[src/hdl/sfdc_defines.svh]
// register offsets, field positions, reset values and timing counts
`ifndef SFDC_DEFINES_SVH
`define SFDC_DEFINES_SVH

// ----------------------------------------------------------------
// register offsets
// ----------------------------------------------------------------
`define SFDC_ADDR_BP1_SEL   8'ha4
`define SFDC_ADDR_BP2_SEL   8'hac
`define SFDC_ADDR_HV_OVTH   8'hb0
`define SFDC_ADDR_HV_OVHY   8'hb1
`define SFDC_ADDR_HV_UVTH   8'hb2
`define SFDC_ADDR_HV_UVHY   8'hb3
`define SFDC_ADDR_HV_SEL    8'hb4

// ----------------------------------------------------------------
// reset values and writable-bit masks
// ----------------------------------------------------------------
`define SFDC_RST_SEL        8'h00
`define SFDC_RST_OVTH       8'hff
`define SFDC_RST_UVTH       8'h00
`define SFDC_RST_HY         8'h00
`define SFDC_MASK_BP_SEL    8'hf7
`define SFDC_MASK_HV_SEL    8'h77
`define SFDC_MASK_HY        8'h1f

// ----------------------------------------------------------------
// field positions
// ----------------------------------------------------------------
`define SFDC_SIGN_BIT       7
`define SFDC_GF_MSB         6
`define SFDC_GF_LSB         4
`define SFDC_RANGE_BIT      2
`define SFDC_FT_MSB         1
`define SFDC_FT_LSB         0
`define SFDC_HY_MSB         4

// ----------------------------------------------------------------
// deglitch delays in microseconds and in clock cycles
// ----------------------------------------------------------------
`define SFDC_CLK_NS         100
`define SFDC_CNT_W          10
`define SFDC_GF_T0_US       0
`define SFDC_GF_T1_US       5
`define SFDC_GF_T2_US       10
`define SFDC_GF_T3_US       20
`define SFDC_GF_T4_US       30
`define SFDC_GF_T5_US       50
`define SFDC_GF_T6_US       75
`define SFDC_GF_T7_US       100
`define SFDC_GF_C0 ((`SFDC_GF_T0_US * 1000) / `SFDC_CLK_NS)
`define SFDC_GF_C1 ((`SFDC_GF_T1_US * 1000) / `SFDC_CLK_NS)
`define SFDC_GF_C2 ((`SFDC_GF_T2_US * 1000) / `SFDC_CLK_NS)
`define SFDC_GF_C3 ((`SFDC_GF_T3_US * 1000) / `SFDC_CLK_NS)
`define SFDC_GF_C4 ((`SFDC_GF_T4_US * 1000) / `SFDC_CLK_NS)
`define SFDC_GF_C5 ((`SFDC_GF_T5_US * 1000) / `SFDC_CLK_NS)
`define SFDC_GF_C6 ((`SFDC_GF_T6_US * 1000) / `SFDC_CLK_NS)
`define SFDC_GF_C7 ((`SFDC_GF_T7_US * 1000) / `SFDC_CLK_NS)

`endif

[src/hdl/sfdc_pkg.sv]
// types shared by the supply fault detector configuration block
package sfdc_pkg;

	// ----------------------------------------------------------------
	// fault type coding
	// ----------------------------------------------------------------
	typedef enum logic [1:0] {
		SFDC_FT_OVER   = 2'h0,
		SFDC_FT_UNDER  = 2'h1,
		SFDC_FT_WINDOW = 2'h2,
		SFDC_FT_BAD    = 2'h3
	} sfdc_fault_type;

endpackage

[src/hdl/sfdc_top.sv]
// supply fault detector configuration registers and detector logic
`timescale 1ns/1ns
`include "sfdc_defines.svh"
module sfdc_top import sfdc_pkg::*; (
	// clock and reset
	input  wire logic       mclk_i,
	input  wire logic       rst_i,
	// register port
	input  wire logic       wr_en_i,
	input  wire logic [7:0] addr_i,
	input  wire logic [7:0] wdata_i,
	output logic      [7:0] rd_data_o,
	// digitised supply levels
	input  wire logic [7:0] bp1_level_i,
	input  wire logic [7:0] bp2_level_i,
	input  wire logic [7:0] hv_level_i,
	// bipolar trip points from neighbouring registers
	input  wire logic [7:0] bp1_over_trip_i,
	input  wire logic [4:0] bp1_over_hyst_i,
	input  wire logic [7:0] bp1_under_trip_i,
	input  wire logic [4:0] bp1_under_hyst_i,
	input  wire logic [7:0] bp2_over_trip_i,
	input  wire logic [4:0] bp2_over_hyst_i,
	input  wire logic [7:0] bp2_under_trip_i,
	input  wire logic [4:0] bp2_under_hyst_i,
	// analog front end steering and fault flags
	output logic      [1:0] sign_select_o,
	output logic      [2:0] range_select_o,
	output logic      [2:0] fault_o
);
	// ----------------------------------------------------------------
	// configuration registers
	// ----------------------------------------------------------------
	logic [7:0] bp1_sel_reg, bp1_sel_next;
	logic [7:0] bp2_sel_reg, bp2_sel_next;
	logic [7:0] hv_ovth_reg, hv_ovth_next;
	logic [7:0] hv_ovhy_reg, hv_ovhy_next;
	logic [7:0] hv_uvth_reg, hv_uvth_next;
	logic [7:0] hv_uvhy_reg, hv_uvhy_next;
	logic [7:0] hv_sel_reg,  hv_sel_next;
	logic [7:0] rd_data_reg, rd_data_next;

	// reserved bits are masked on write so they always read as zero
	always_comb begin
		bp1_sel_next = bp1_sel_reg;
		bp2_sel_next = bp2_sel_reg;
		hv_ovth_next = hv_ovth_reg;
		hv_ovhy_next = hv_ovhy_reg;
		hv_uvth_next = hv_uvth_reg;
		hv_uvhy_next = hv_uvhy_reg;
		hv_sel_next  = hv_sel_reg;
		if (wr_en_i) begin
			unique case (addr_i)
				`SFDC_ADDR_BP1_SEL: bp1_sel_next = wdata_i & `SFDC_MASK_BP_SEL;
				`SFDC_ADDR_BP2_SEL: bp2_sel_next = wdata_i & `SFDC_MASK_BP_SEL;
				`SFDC_ADDR_HV_OVTH: hv_ovth_next = wdata_i;
				`SFDC_ADDR_HV_OVHY: hv_ovhy_next = wdata_i & `SFDC_MASK_HY;
				`SFDC_ADDR_HV_UVTH: hv_uvth_next = wdata_i;
				`SFDC_ADDR_HV_UVHY: hv_uvhy_next = wdata_i & `SFDC_MASK_HY;
				`SFDC_ADDR_HV_SEL:  hv_sel_next  = wdata_i & `SFDC_MASK_HV_SEL;
				default: ;
			endcase
		end
		unique case (addr_i)
			`SFDC_ADDR_BP1_SEL: rd_data_next = bp1_sel_reg;
			`SFDC_ADDR_BP2_SEL: rd_data_next = bp2_sel_reg;
			`SFDC_ADDR_HV_OVTH: rd_data_next = hv_ovth_reg;
			`SFDC_ADDR_HV_OVHY: rd_data_next = hv_ovhy_reg;
			`SFDC_ADDR_HV_UVTH: rd_data_next = hv_uvth_reg;
			`SFDC_ADDR_HV_UVHY: rd_data_next = hv_uvhy_reg;
			`SFDC_ADDR_HV_SEL:  rd_data_next = hv_sel_reg;
			default:            rd_data_next = 8'h00;
		endcase
	end
	always_ff @(posedge mclk_i or posedge rst_i) begin
		if (rst_i) begin
			bp1_sel_reg <= `SFDC_RST_SEL;
			bp2_sel_reg <= `SFDC_RST_SEL;
			hv_ovth_reg <= `SFDC_RST_OVTH;
			hv_ovhy_reg <= `SFDC_RST_HY;
			hv_uvth_reg <= `SFDC_RST_UVTH;
			hv_uvhy_reg <= `SFDC_RST_HY;
			hv_sel_reg  <= `SFDC_RST_SEL;
			rd_data_reg <= 8'h00;
		end else begin
			bp1_sel_reg <= bp1_sel_next;
			bp2_sel_reg <= bp2_sel_next;
			hv_ovth_reg <= hv_ovth_next;
			hv_ovhy_reg <= hv_ovhy_next;
			hv_uvth_reg <= hv_uvth_next;
			hv_uvhy_reg <= hv_uvhy_next;
			hv_sel_reg  <= hv_sel_next;
			rd_data_reg <= rd_data_next;
		end
	end
	assign rd_data_o = rd_data_reg;
	// ----------------------------------------------------------------
	// per-detector views: 0 and 1 bipolar, 2 high voltage
	// ----------------------------------------------------------------
	logic [7:0]            sel_w  [3];
	logic [7:0]            lvl_w  [3];
	logic [7:0]            othr_w [3];
	logic [4:0]            ohy_w  [3];
	logic [7:0]            uthr_w [3];
	logic [4:0]            uhy_w  [3];
	logic [2:0]            raw_w;
	logic [2:0]            over_reg,  over_next;
	logic [2:0]            under_reg, under_next;
	logic [2:0]            fault_reg, fault_next;
	logic [`SFDC_CNT_W-1:0] cnt_reg  [3];
	logic [`SFDC_CNT_W-1:0] cnt_next [3];
	logic [`SFDC_CNT_W-1:0] dly_w    [3];
	logic [1:0]            sign_reg,  sign_next;
	logic [2:0]            range_reg, range_next;
	assign sel_w  = '{bp1_sel_reg, bp2_sel_reg, hv_sel_reg};
	assign lvl_w  = '{bp1_level_i, bp2_level_i, hv_level_i};
	assign othr_w = '{bp1_over_trip_i, bp2_over_trip_i, hv_ovth_reg};
	assign ohy_w  = '{bp1_over_hyst_i, bp2_over_hyst_i,
		hv_ovhy_reg[`SFDC_HY_MSB:0]};
	assign uthr_w = '{bp1_under_trip_i, bp2_under_trip_i, hv_uvth_reg};
	assign uhy_w  = '{bp1_under_hyst_i, bp2_under_hyst_i,
		hv_uvhy_reg[`SFDC_HY_MSB:0]};
	// ----------------------------------------------------------------
	// front end steering: sign and range
	// ----------------------------------------------------------------
	// negative mode has a single range, so the range bit is forced low
	always_comb begin
		sign_next[0]  = bp1_sel_reg[`SFDC_SIGN_BIT];
		sign_next[1]  = bp2_sel_reg[`SFDC_SIGN_BIT];
		range_next[0] = bp1_sel_reg[`SFDC_RANGE_BIT] &
			~bp1_sel_reg[`SFDC_SIGN_BIT];
		range_next[1] = bp2_sel_reg[`SFDC_RANGE_BIT] &
			~bp2_sel_reg[`SFDC_SIGN_BIT];
		range_next[2] = hv_sel_reg[`SFDC_RANGE_BIT];
	end
	always_ff @(posedge mclk_i or posedge rst_i) begin
		if (rst_i) begin
			sign_reg  <= 2'h0;
			range_reg <= 3'h0;
		end else begin
			sign_reg  <= sign_next;
			range_reg <= range_next;
		end
	end
	assign sign_select_o  = sign_reg;
	assign range_select_o = range_reg;
	// ----------------------------------------------------------------
	// comparators with hysteresis and deglitch filter
	// ----------------------------------------------------------------
	// levels are magnitudes, so negative rails compare the same way
	for (genvar i = 0; i < 3; i++) begin : g_det
		sfdc_fault_type ft_w;
		logic [8:0]     ohi_w;
		logic [8:0]     uhi_w;
		assign ft_w  = sfdc_fault_type'(sel_w[i][`SFDC_FT_MSB:`SFDC_FT_LSB]);
		assign ohi_w = {1'b0, lvl_w[i]} + {4'h0, ohy_w[i]};
		assign uhi_w = {1'b0, uthr_w[i]} + {4'h0, uhy_w[i]};
		always_comb begin
			// held until the level drops a hysteresis below the trip
			over_next[i]  = over_reg[i] ? (ohi_w >= {1'b0, othr_w[i]})
				: (lvl_w[i] > othr_w[i]);
			under_next[i] = under_reg[i] ? ({1'b0, lvl_w[i]} <= uhi_w)
				: (lvl_w[i] < uthr_w[i]);
			unique case (ft_w)
				SFDC_FT_OVER:   raw_w[i] = over_reg[i];
				SFDC_FT_UNDER:  raw_w[i] = under_reg[i];
				SFDC_FT_WINDOW: raw_w[i] = over_reg[i] | under_reg[i];
				default:        raw_w[i] = 1'b0;
			endcase
			unique case (sel_w[i][`SFDC_GF_MSB:`SFDC_GF_LSB])
				3'h0: dly_w[i] = `SFDC_CNT_W'(`SFDC_GF_C0);
				3'h1: dly_w[i] = `SFDC_CNT_W'(`SFDC_GF_C1);
				3'h2: dly_w[i] = `SFDC_CNT_W'(`SFDC_GF_C2);
				3'h3: dly_w[i] = `SFDC_CNT_W'(`SFDC_GF_C3);
				3'h4: dly_w[i] = `SFDC_CNT_W'(`SFDC_GF_C4);
				3'h5: dly_w[i] = `SFDC_CNT_W'(`SFDC_GF_C5);
				3'h6: dly_w[i] = `SFDC_CNT_W'(`SFDC_GF_C6);
				default: dly_w[i] = `SFDC_CNT_W'(`SFDC_GF_C7);
			endcase
			// any return of the raw level restarts the wait
			fault_next[i] = fault_reg[i];
			cnt_next[i]   = '0;
			if (raw_w[i] != fault_reg[i]) begin
				if (cnt_reg[i] >= dly_w[i]) begin
					fault_next[i] = raw_w[i];
				end else begin
					cnt_next[i] = cnt_reg[i] + 1'b1;
				end
			end
		end
		always_ff @(posedge mclk_i or posedge rst_i) begin
			if (rst_i) begin
				over_reg[i]  <= 1'b0;
				under_reg[i] <= 1'b0;
				fault_reg[i] <= 1'b0;
				cnt_reg[i]   <= '0;
			end else begin
				over_reg[i]  <= over_next[i];
				under_reg[i] <= under_next[i];
				fault_reg[i] <= fault_next[i];
				cnt_reg[i]   <= cnt_next[i];
			end
		end
	end
	assign fault_o = fault_reg;
	// ----------------------------------------------------------------
	// assertions
	// ----------------------------------------------------------------
	property p_over_trip_reset;
		@(posedge mclk_i) $fell(rst_i) |-> hv_ovth_reg == 8'hff;
	endproperty
	a_over_trip_reset: assert property (p_over_trip_reset)
		else $error("over trip code not all ones after reset");
	property p_under_trip_write;
		@(posedge mclk_i) disable iff (rst_i)
		wr_en_i && addr_i == `SFDC_ADDR_HV_UVTH |=>
			hv_uvth_reg == $past(wdata_i);
	endproperty
	a_under_trip_write: assert property (p_under_trip_write)
		else $error("under trip code not stored");
	property p_hyst_reserved;
		@(posedge mclk_i) disable iff (rst_i)
		hv_ovhy_reg[7:5] == 3'h0 && hv_uvhy_reg[7:5] == 3'h0;
	endproperty
	a_hyst_reserved: assert property (p_hyst_reserved)
		else $error("hysteresis reserved bits set");
	property p_sel_reserved;
		@(posedge mclk_i) disable iff (rst_i)
		!bp1_sel_reg[3] && !bp2_sel_reg[3] && !hv_sel_reg[3] &&
			!hv_sel_reg[7];
	endproperty
	a_sel_reserved: assert property (p_sel_reserved)
		else $error("select reserved bit set");
	property p_sign_follow;
		@(posedge mclk_i) disable iff (rst_i)
		wr_en_i && addr_i == `SFDC_ADDR_BP1_SEL ##1 1'b1 |=>
			sign_select_o[0] == $past(wdata_i[7], 2);
	endproperty
	a_sign_follow: assert property (p_sign_follow)
		else $error("sign select does not follow bit 7");
	property p_neg_range;
		@(posedge mclk_i) disable iff (rst_i)
		bp2_sel_reg[7] |=> !range_select_o[1];
	endproperty
	a_neg_range: assert property (p_neg_range)
		else $error("range used in negative mode");
	property p_forbidden_type;
		@(posedge mclk_i) disable iff (rst_i)
		hv_sel_reg[1:0] == 2'h3 |-> !raw_w[2];
	endproperty
	a_forbidden_type: assert property (p_forbidden_type)
		else $error("fault raised with forbidden type");
	property p_no_delay_pass;
		@(posedge mclk_i) disable iff (rst_i)
		hv_sel_reg[6:4] == 3'h0 && raw_w[2] != fault_reg[2] |=>
			fault_o[2] == $past(raw_w[2]);
	endproperty
	a_no_delay_pass: assert property (p_no_delay_pass)
		else $error("zero delay code did not pass at once");
	property p_short_masked;
		@(posedge mclk_i) disable iff (rst_i)
		$changed(fault_o[2]) |-> $past(cnt_reg[2]) == $past(dly_w[2]);
	endproperty
	a_short_masked: assert property (p_short_masked)
		else $error("fault changed before deglitch delay");
	property p_over_set;
		@(posedge mclk_i) disable iff (rst_i)
		!over_reg[2] && hv_level_i > hv_ovth_reg |=> over_reg[2];
	endproperty
	a_over_set: assert property (p_over_set)
		else $error("over level did not flag");
	property p_over_hold;
		@(posedge mclk_i) disable iff (rst_i)
		over_reg[2] && ({1'b0, hv_level_i} + {4'h0, hv_ovhy_reg[4:0]})
			>= {1'b0, hv_ovth_reg} |=> over_reg[2];
	endproperty
	a_over_hold: assert property (p_over_hold)
		else $error("over flag released inside hysteresis");
	property p_range_hv;
		@(posedge mclk_i) disable iff (rst_i)
		1'b1 |=> range_select_o[2] == $past(hv_sel_reg[2]);
	endproperty
	a_range_hv: assert property (p_range_hv)
		else $error("high-voltage range not steered");

endmodule

[config.mk]
export PLATFORM = sky130hd
export DESIGN_NAME = sfdc_top
export DESIGN_NICKNAME = d
export VERILOG_FILES = /design/src/hdl/sfdc_pkg.sv /design/src/hdl/sfdc_top.sv
export VERILOG_INCLUDE_DIRS = /design/src /design/src/hdl
export SDC_FILE = /design/constraint.sdc
export NUM_CORES = 1
export LEC_CHECK = 0
export ABC_AREA = 1
export BUFFER_PORTS_ARGS = -buffer_cell sky130_fd_sc_hd__buf_2
export CAP_MARGIN = 10
export CORE_ASPECT_RATIO = 1.2
export CORE_MARGIN = 5
export CORE_UTILIZATION = 35
export CTS_CLUSTER_SIZE = 24
export DETAILED_ROUTE_END_ITERATION = 8
export GPL_TIMING_DRIVEN = 1
export SKIP_LAST_GASP = 1
export SLEW_MARGIN = 20
export SYNTH_ARGS = -nofsm -noshare
export SYNTH_HDL_FRONTEND = slang
export SYNTH_SLANG_ARGS = --single-unit
export TNS_END_PERCENT = 5
[constraint.sdc]
create_clock -name mclk_i -period 8.2 [get_ports mclk_i]
set_clock_uncertainty 0.05 [all_clocks]
set_input_delay 1.23 -clock mclk_i [delete_from_list [all_inputs] [get_ports mclk_i]]
set_output_delay 1.23 -clock mclk_i [all_outputs]
set_load 0.03 [all_outputs]
After elaboration in Yosys (flattened, before gate mapping)
Index checks and enable logic that the tools add are counted.

word-level totals
  flip-flop bits (word level) = 98
  bits of input ports = 95
  output and inout bits = 16
  logic and storage cells = 122

operators by class
  $add $sub $neg = 9
  magnitude comparators = 15
  equal/unequal tests = 34
  muxes and demuxes = 19
  bitwise operators = 7
  reductions and logical operators = 16

operators with widths
  kind                   number
  $pmux 10 s7            3
  $mux 10                6
  $eq 8x8->1 const B     7
  $pmux 8 s7             1
  $add 8x5->9            6
  $add 10x1->10 const B  3
  $ge 10x10->1           3
  $eq 3x3->1 const B     9
  $ge 9x8->1             3
  $le 8x9->1             3
  $gt 8x8->1             3
  $lt 8x8->1             3
  $reduce_and 2->1       10
  $eq 3x2->1 const B     6
  $eq 3x1->1 const B     3
  $logic_not 3->1        3
  $pmux 1 s3             3
  $eq 2x1->1 const B     3
  $eq 2x2->1 const B     3
  $logic_not 2->1        3
  $mux 1                 6
  $ne 1x1->1             3
  $or 1x1->1             3
  $and 1x1->1            2
  $not 1->1              2

Depth between registers and ports, before layout
  depth in word-level cells = 5
  mapped depth = 18
  mapped depth without buffers = 18

Worst setup path before layout
Ideal clock, no wire load.

  path kind = input -> register
  start = in bp2_under_trip_i[0]
  end = reg under_reg[1]
  setup time = 0.116 ns
  data arrival time = 2.994 ns
  required time = 8.034 ns
  setup slack = 5.040 ns
  cell stages on the path = 17
  path buffers = 0
  path through = ha_1 > fa_1 > nand3_1 > nand2_1 > a21oi_1 > nor2_1 > xor2_1 > ha_1 > nand2_1 > inv_1 > nand2_1 > nand2_1 > nand2_1 > nand2_1 > nand2_1 > nand2_1 > nand2_1

on the way
  longest elaborated chain between the ends = 3
  elaborated cells on any way between the ends = 4
  classes of those cells = 1 x add/sub; 2 x order compare; 1 x mux

RTL lines
  element                          line             text
  from (decl)                      sfdc_top.sv:24   input wire logic [7:0] bp2_under_trip_i,
  $add 8x5->9                      sfdc_top.sv:157  assign uhi_w = {1'b0, uthr_w[i]} + {4'h0, uhy_w[i]};
  $le 8x9->1                       sfdc_top.sv:162  under_next[i] = under_reg[i] ? ({1'b0, lvl_w[i]} <= uhi_w)
  $mux 1 *                         sfdc_top.sv:162
  via under_next[1]                sfdc_top.sv:108  logic [2:0] under_reg, under_next;
  to (signal, indexed assignment)  sfdc_top.sv:199  under_reg[i] <= under_next[i];
  to (decl)                        sfdc_top.sv:108

The timed path passes the listed nets; every way through them passes the cells marked *.
A chain may end at the register's enable or synchronous reset.

Final worst setup path
  start = in bp1_under_trip_i[2]
  end = reg under_reg[0]

on the way
  longest elaborated chain between the ends = 3
  elaborated cells on any way between the ends = 4
  classes of those cells = 1 x add/sub; 2 x order compare; 1 x mux

RTL lines
  element            line             text
  from (decl)        sfdc_top.sv:20   input wire logic [7:0] bp1_under_trip_i,
  $add 8x5->9        sfdc_top.sv:157
  $le 8x9->1         sfdc_top.sv:162
  $mux 1 *           sfdc_top.sv:162
  via under_next[0]  sfdc_top.sv:108

Marks and branches as above.

==> metrics <==
Chip Height=183 µm; antenna cell count=0; post-CTS sizing=0; Global Route Usage Sum=0.152; clock sinks=98; layout cell share with drive strength beyond 1=0.141; Chip Width=154 µm; worst vdd ir=0.000100 V; async set-reset flop share out of synthesis=1.00; reg2reg end=under_reg[2]; cts-stage hold buffer count=0; final setup violation count=0; CTS Buf Count=9; total design power=~1.4 mW; count of input and output buffers=110; Crit. End Element=flip-flop; max reg flops=30; final hold slack=363 ps; Clk Latency, worst-skew pair=around 350 ps; DRC Markers=0; Ports=111; Pint=roughly 0.96 mW; final instance area=9930 µm²; Worst R2R Path Depth=17; switching power=about 0.45 mW; H-tree Lvls=3; Synth Register Bits=98; placed cells=around 1500; CTS Buffer Depth=2; Worst R2R Setup Slack=5680 ps; post-synthesis cell area=between 8000 and 9000 µm²; unrepaired setup endpoints after global routing=false; crit share post-route=0.373; total gr overflow=0; cells after synthesis=1109; Area Overhead vs Synth=14.0%; DR vias=7452; final layout net count=1478; die footprint=~28000 µm²; clock root buffer=clkbuf_16; Max Fclk=327 MHz; sequential share of power=0.388; Req. time, crit path=8400 ps; Critical R2R Launch=hv_uvth_reg[0]; number of flops mapped to enable cells by yosys=0; dpl cell area=9610 µm²; Worst Path Max Fanout=4; Crit path arrival time=3250 ps; CTS tree=yes; Worst Hold Depth=0; synth warn=0; Post-CTS Setup Inserts=0; Post-Synthesis Net Count=1363; CP Class=input port to flip-flop; Layout fillers=2549; vias per std cell=about 4.8; vias in the first global route=~7600; sequential share of the synthesized area=0.283; DP Wirelength=around 17000 µm; number of iterations in the first detailed-routing pass=5; net switching fraction of the power=0.321; Clk network pwr share=0.327; pwr dens=142 nW/µm²; WL per Instance=13.5 µm; final count of hold timing violations=0; first-pass GRT wire length=35600 µm; Hold Crit Class=flip-flop to flip-flop; hold path endpoint=range_select_o[2]; Leak=5.22 nW; combinational power share=0.285; Mapped Avg Cell Area=around 8 µm²; Max Cap Viol=0; 1st-iter DRT viols=380; Starting Density=0.354; status=finished, final reports clean; hold wc startpoint=hv_sel_reg[2]; maximum number of pins on one net before global-route repair=53; drt total wl=21000 µm; Finished Layout Cells=1554; Final Max Tran Viols=0; setup TNS=0 ps; Rows=63; total core area=24600 µm²; startpoint types=input port; crit path time final=3050 ps; Max-slew headroom=0.490; DRT antenna net count=0; clock-pin slew on the worst setup and hold paths=70 ps; Slew @ Worst Pin=approximately 770 ps; count of cell types in the netlist=41; ys flop type=dfrtp_1; GPL Wtd Cong=0.843; initial antenna violation count=1
==> through the flow <==
| step | util | worst slack [ps] |
|---|---|---|
| after global routing | 0.404 | 4920 |
| after global placement | 0.391 | 4810 |
| final | 0.404 | 5150 |
| after detailed placement | 0.391 | 4780 |
| after CTS | 0.404 | 5150 |
| after floorplan | - | 4370 |
==> cell families after synthesis <==
group | Yosys count | synth area share
compound gates | 206 | 0.134
xor+xnor | 62 | 0.0623
fa+ha+maj | 159 | 0.234
buf+inv | 184 | 0.0842
flops | 98 | 0.283
simple gates | 400 | 0.203
==> power by group through the flow <==
stage          Combinational, mW  Clock (mW)  Sequential [mW]
6_report                   0.402       0.460            0.546
5_1_grt                    0.478       0.491            0.551
4_1_cts                    0.410       0.475            0.547
3_5_place_dp               0.407           0            0.556
3_3_place_gp               0.399           0            0.555
2_1_floorplan              0.287           0            0.551
==> metal layers <==
layer | up-vias | track usage | wire length [µm]
met5 | - | 0 | 11
met2 | 151 | 0.259 | 9890
met1 | 3356 | 0.193 | 9450
li1 | 3909 | - | -
met3 | 34 | 0.0309 | 1070
met4 | 2 | 0.0530 | 537
==> placed cells by master, fill, tap and decap left out, types with 11 or more instances in the layout <==
| master | netlist | routed |
|---|---|---|
| nand2_1 | 220 | 220 |
| inv_1 | 170 | 169 |
| ha_1 | 153 | 153 |
| buf_2 | 0 | 110 |
| a21oi_1 | 94 | 94 |
| dfrtp_1 | 90 | 90 |
| nor2_1 | 74 | 74 |
| o21ai_0 | 43 | 43 |
| xor2_1 | 41 | 41 |
| nand3_1 | 40 | 40 |
| xnor2_1 | 21 | 21 |
| nand4_1 | 20 | 20 |
| o21ai_1 | 19 | 19 |
| nand3b_1 | 17 | 17 |
| o21ai_2 | 16 | 16 |
| o21a_1 | 11 | 11 |
==> layout make-up <==
cell class | instances | area, µm² | area share
multi-input cells | 827 | 5520 | 0.555
clock buffers | 12 | 246 | 0.0248
clock inverters | 4 | 75.1 | 0.00756
well taps | 325 | 407 | 0.0409
repair buffers | 111 | 558 | 0.0562
flip-flops and latches | 98 | 2460 | 0.248
inverters | 177 | 668 | 0.0673
==> critical path, cell delays in order <==
cell and delay (ps):
buf_2 110, ha_1 340, a21oi_1 160, nand2_1 100
nand2_1 70, nand2_1 50, a21oi_1 200, nor2_1 80
xor2_1 150, ha_1 290, nand4_1 100, nor3_1 50
a31oi_1 150, nand2_1 70, nand2_1 50, nand2_1 40
==> synth_stat cells (3+ instances only) <==
master / number / area (µm²)
xnor2_1: 21 / 184
nor3_1: 7 / 35.0
ha_1: 153 / 1910
inv_1: 170 / 638
nor2_2: 3 / 18.8
inv_2: 6 / 22.5
o21ai_1: 19 / 95.1
nand3_1: 40 / 200
a22oi_1: 3 / 22.5
buf_4: 3 / 22.5
dfstp_2: 8 / 210
xor2_1: 41 / 359
o21a_1: 11 / 82.6
nor2_1: 74 / 278
o22ai_1: 9 / 56.3
fa_1: 6 / 120
o21ai_0: 43 / 215
a21oi_1: 94 / 470
nor3b_1: 4 / 30.0
buf_6: 4 / 45.0
nand2_2: 5 / 31.3
nand2_1: 220 / 826
nand3b_1: 17 / 128
dfrtp_1: 90 / 2250
nand4_1: 20 / 125
o21ai_2: 16 / 140
==> worst max path at each step <==
stage               cells past startpoint        endpoint  slack [ps]                start
detailed placement                     17     over_reg[1]        4780       bp2_level_i[0]
CTS                                    15    under_reg[1]        5150  bp2_under_trip_i[0]
finish                                 16    under_reg[0]        5150  bp1_under_trip_i[2]
floorplan                               1  bp1_sel_reg[0]        4370                rst_i
global placement                       18    under_reg[1]        4810  bp2_under_trip_i[0]
global route                           17     over_reg[1]        4920       bp2_level_i[0]
Power figures use the tool's default switching activity.
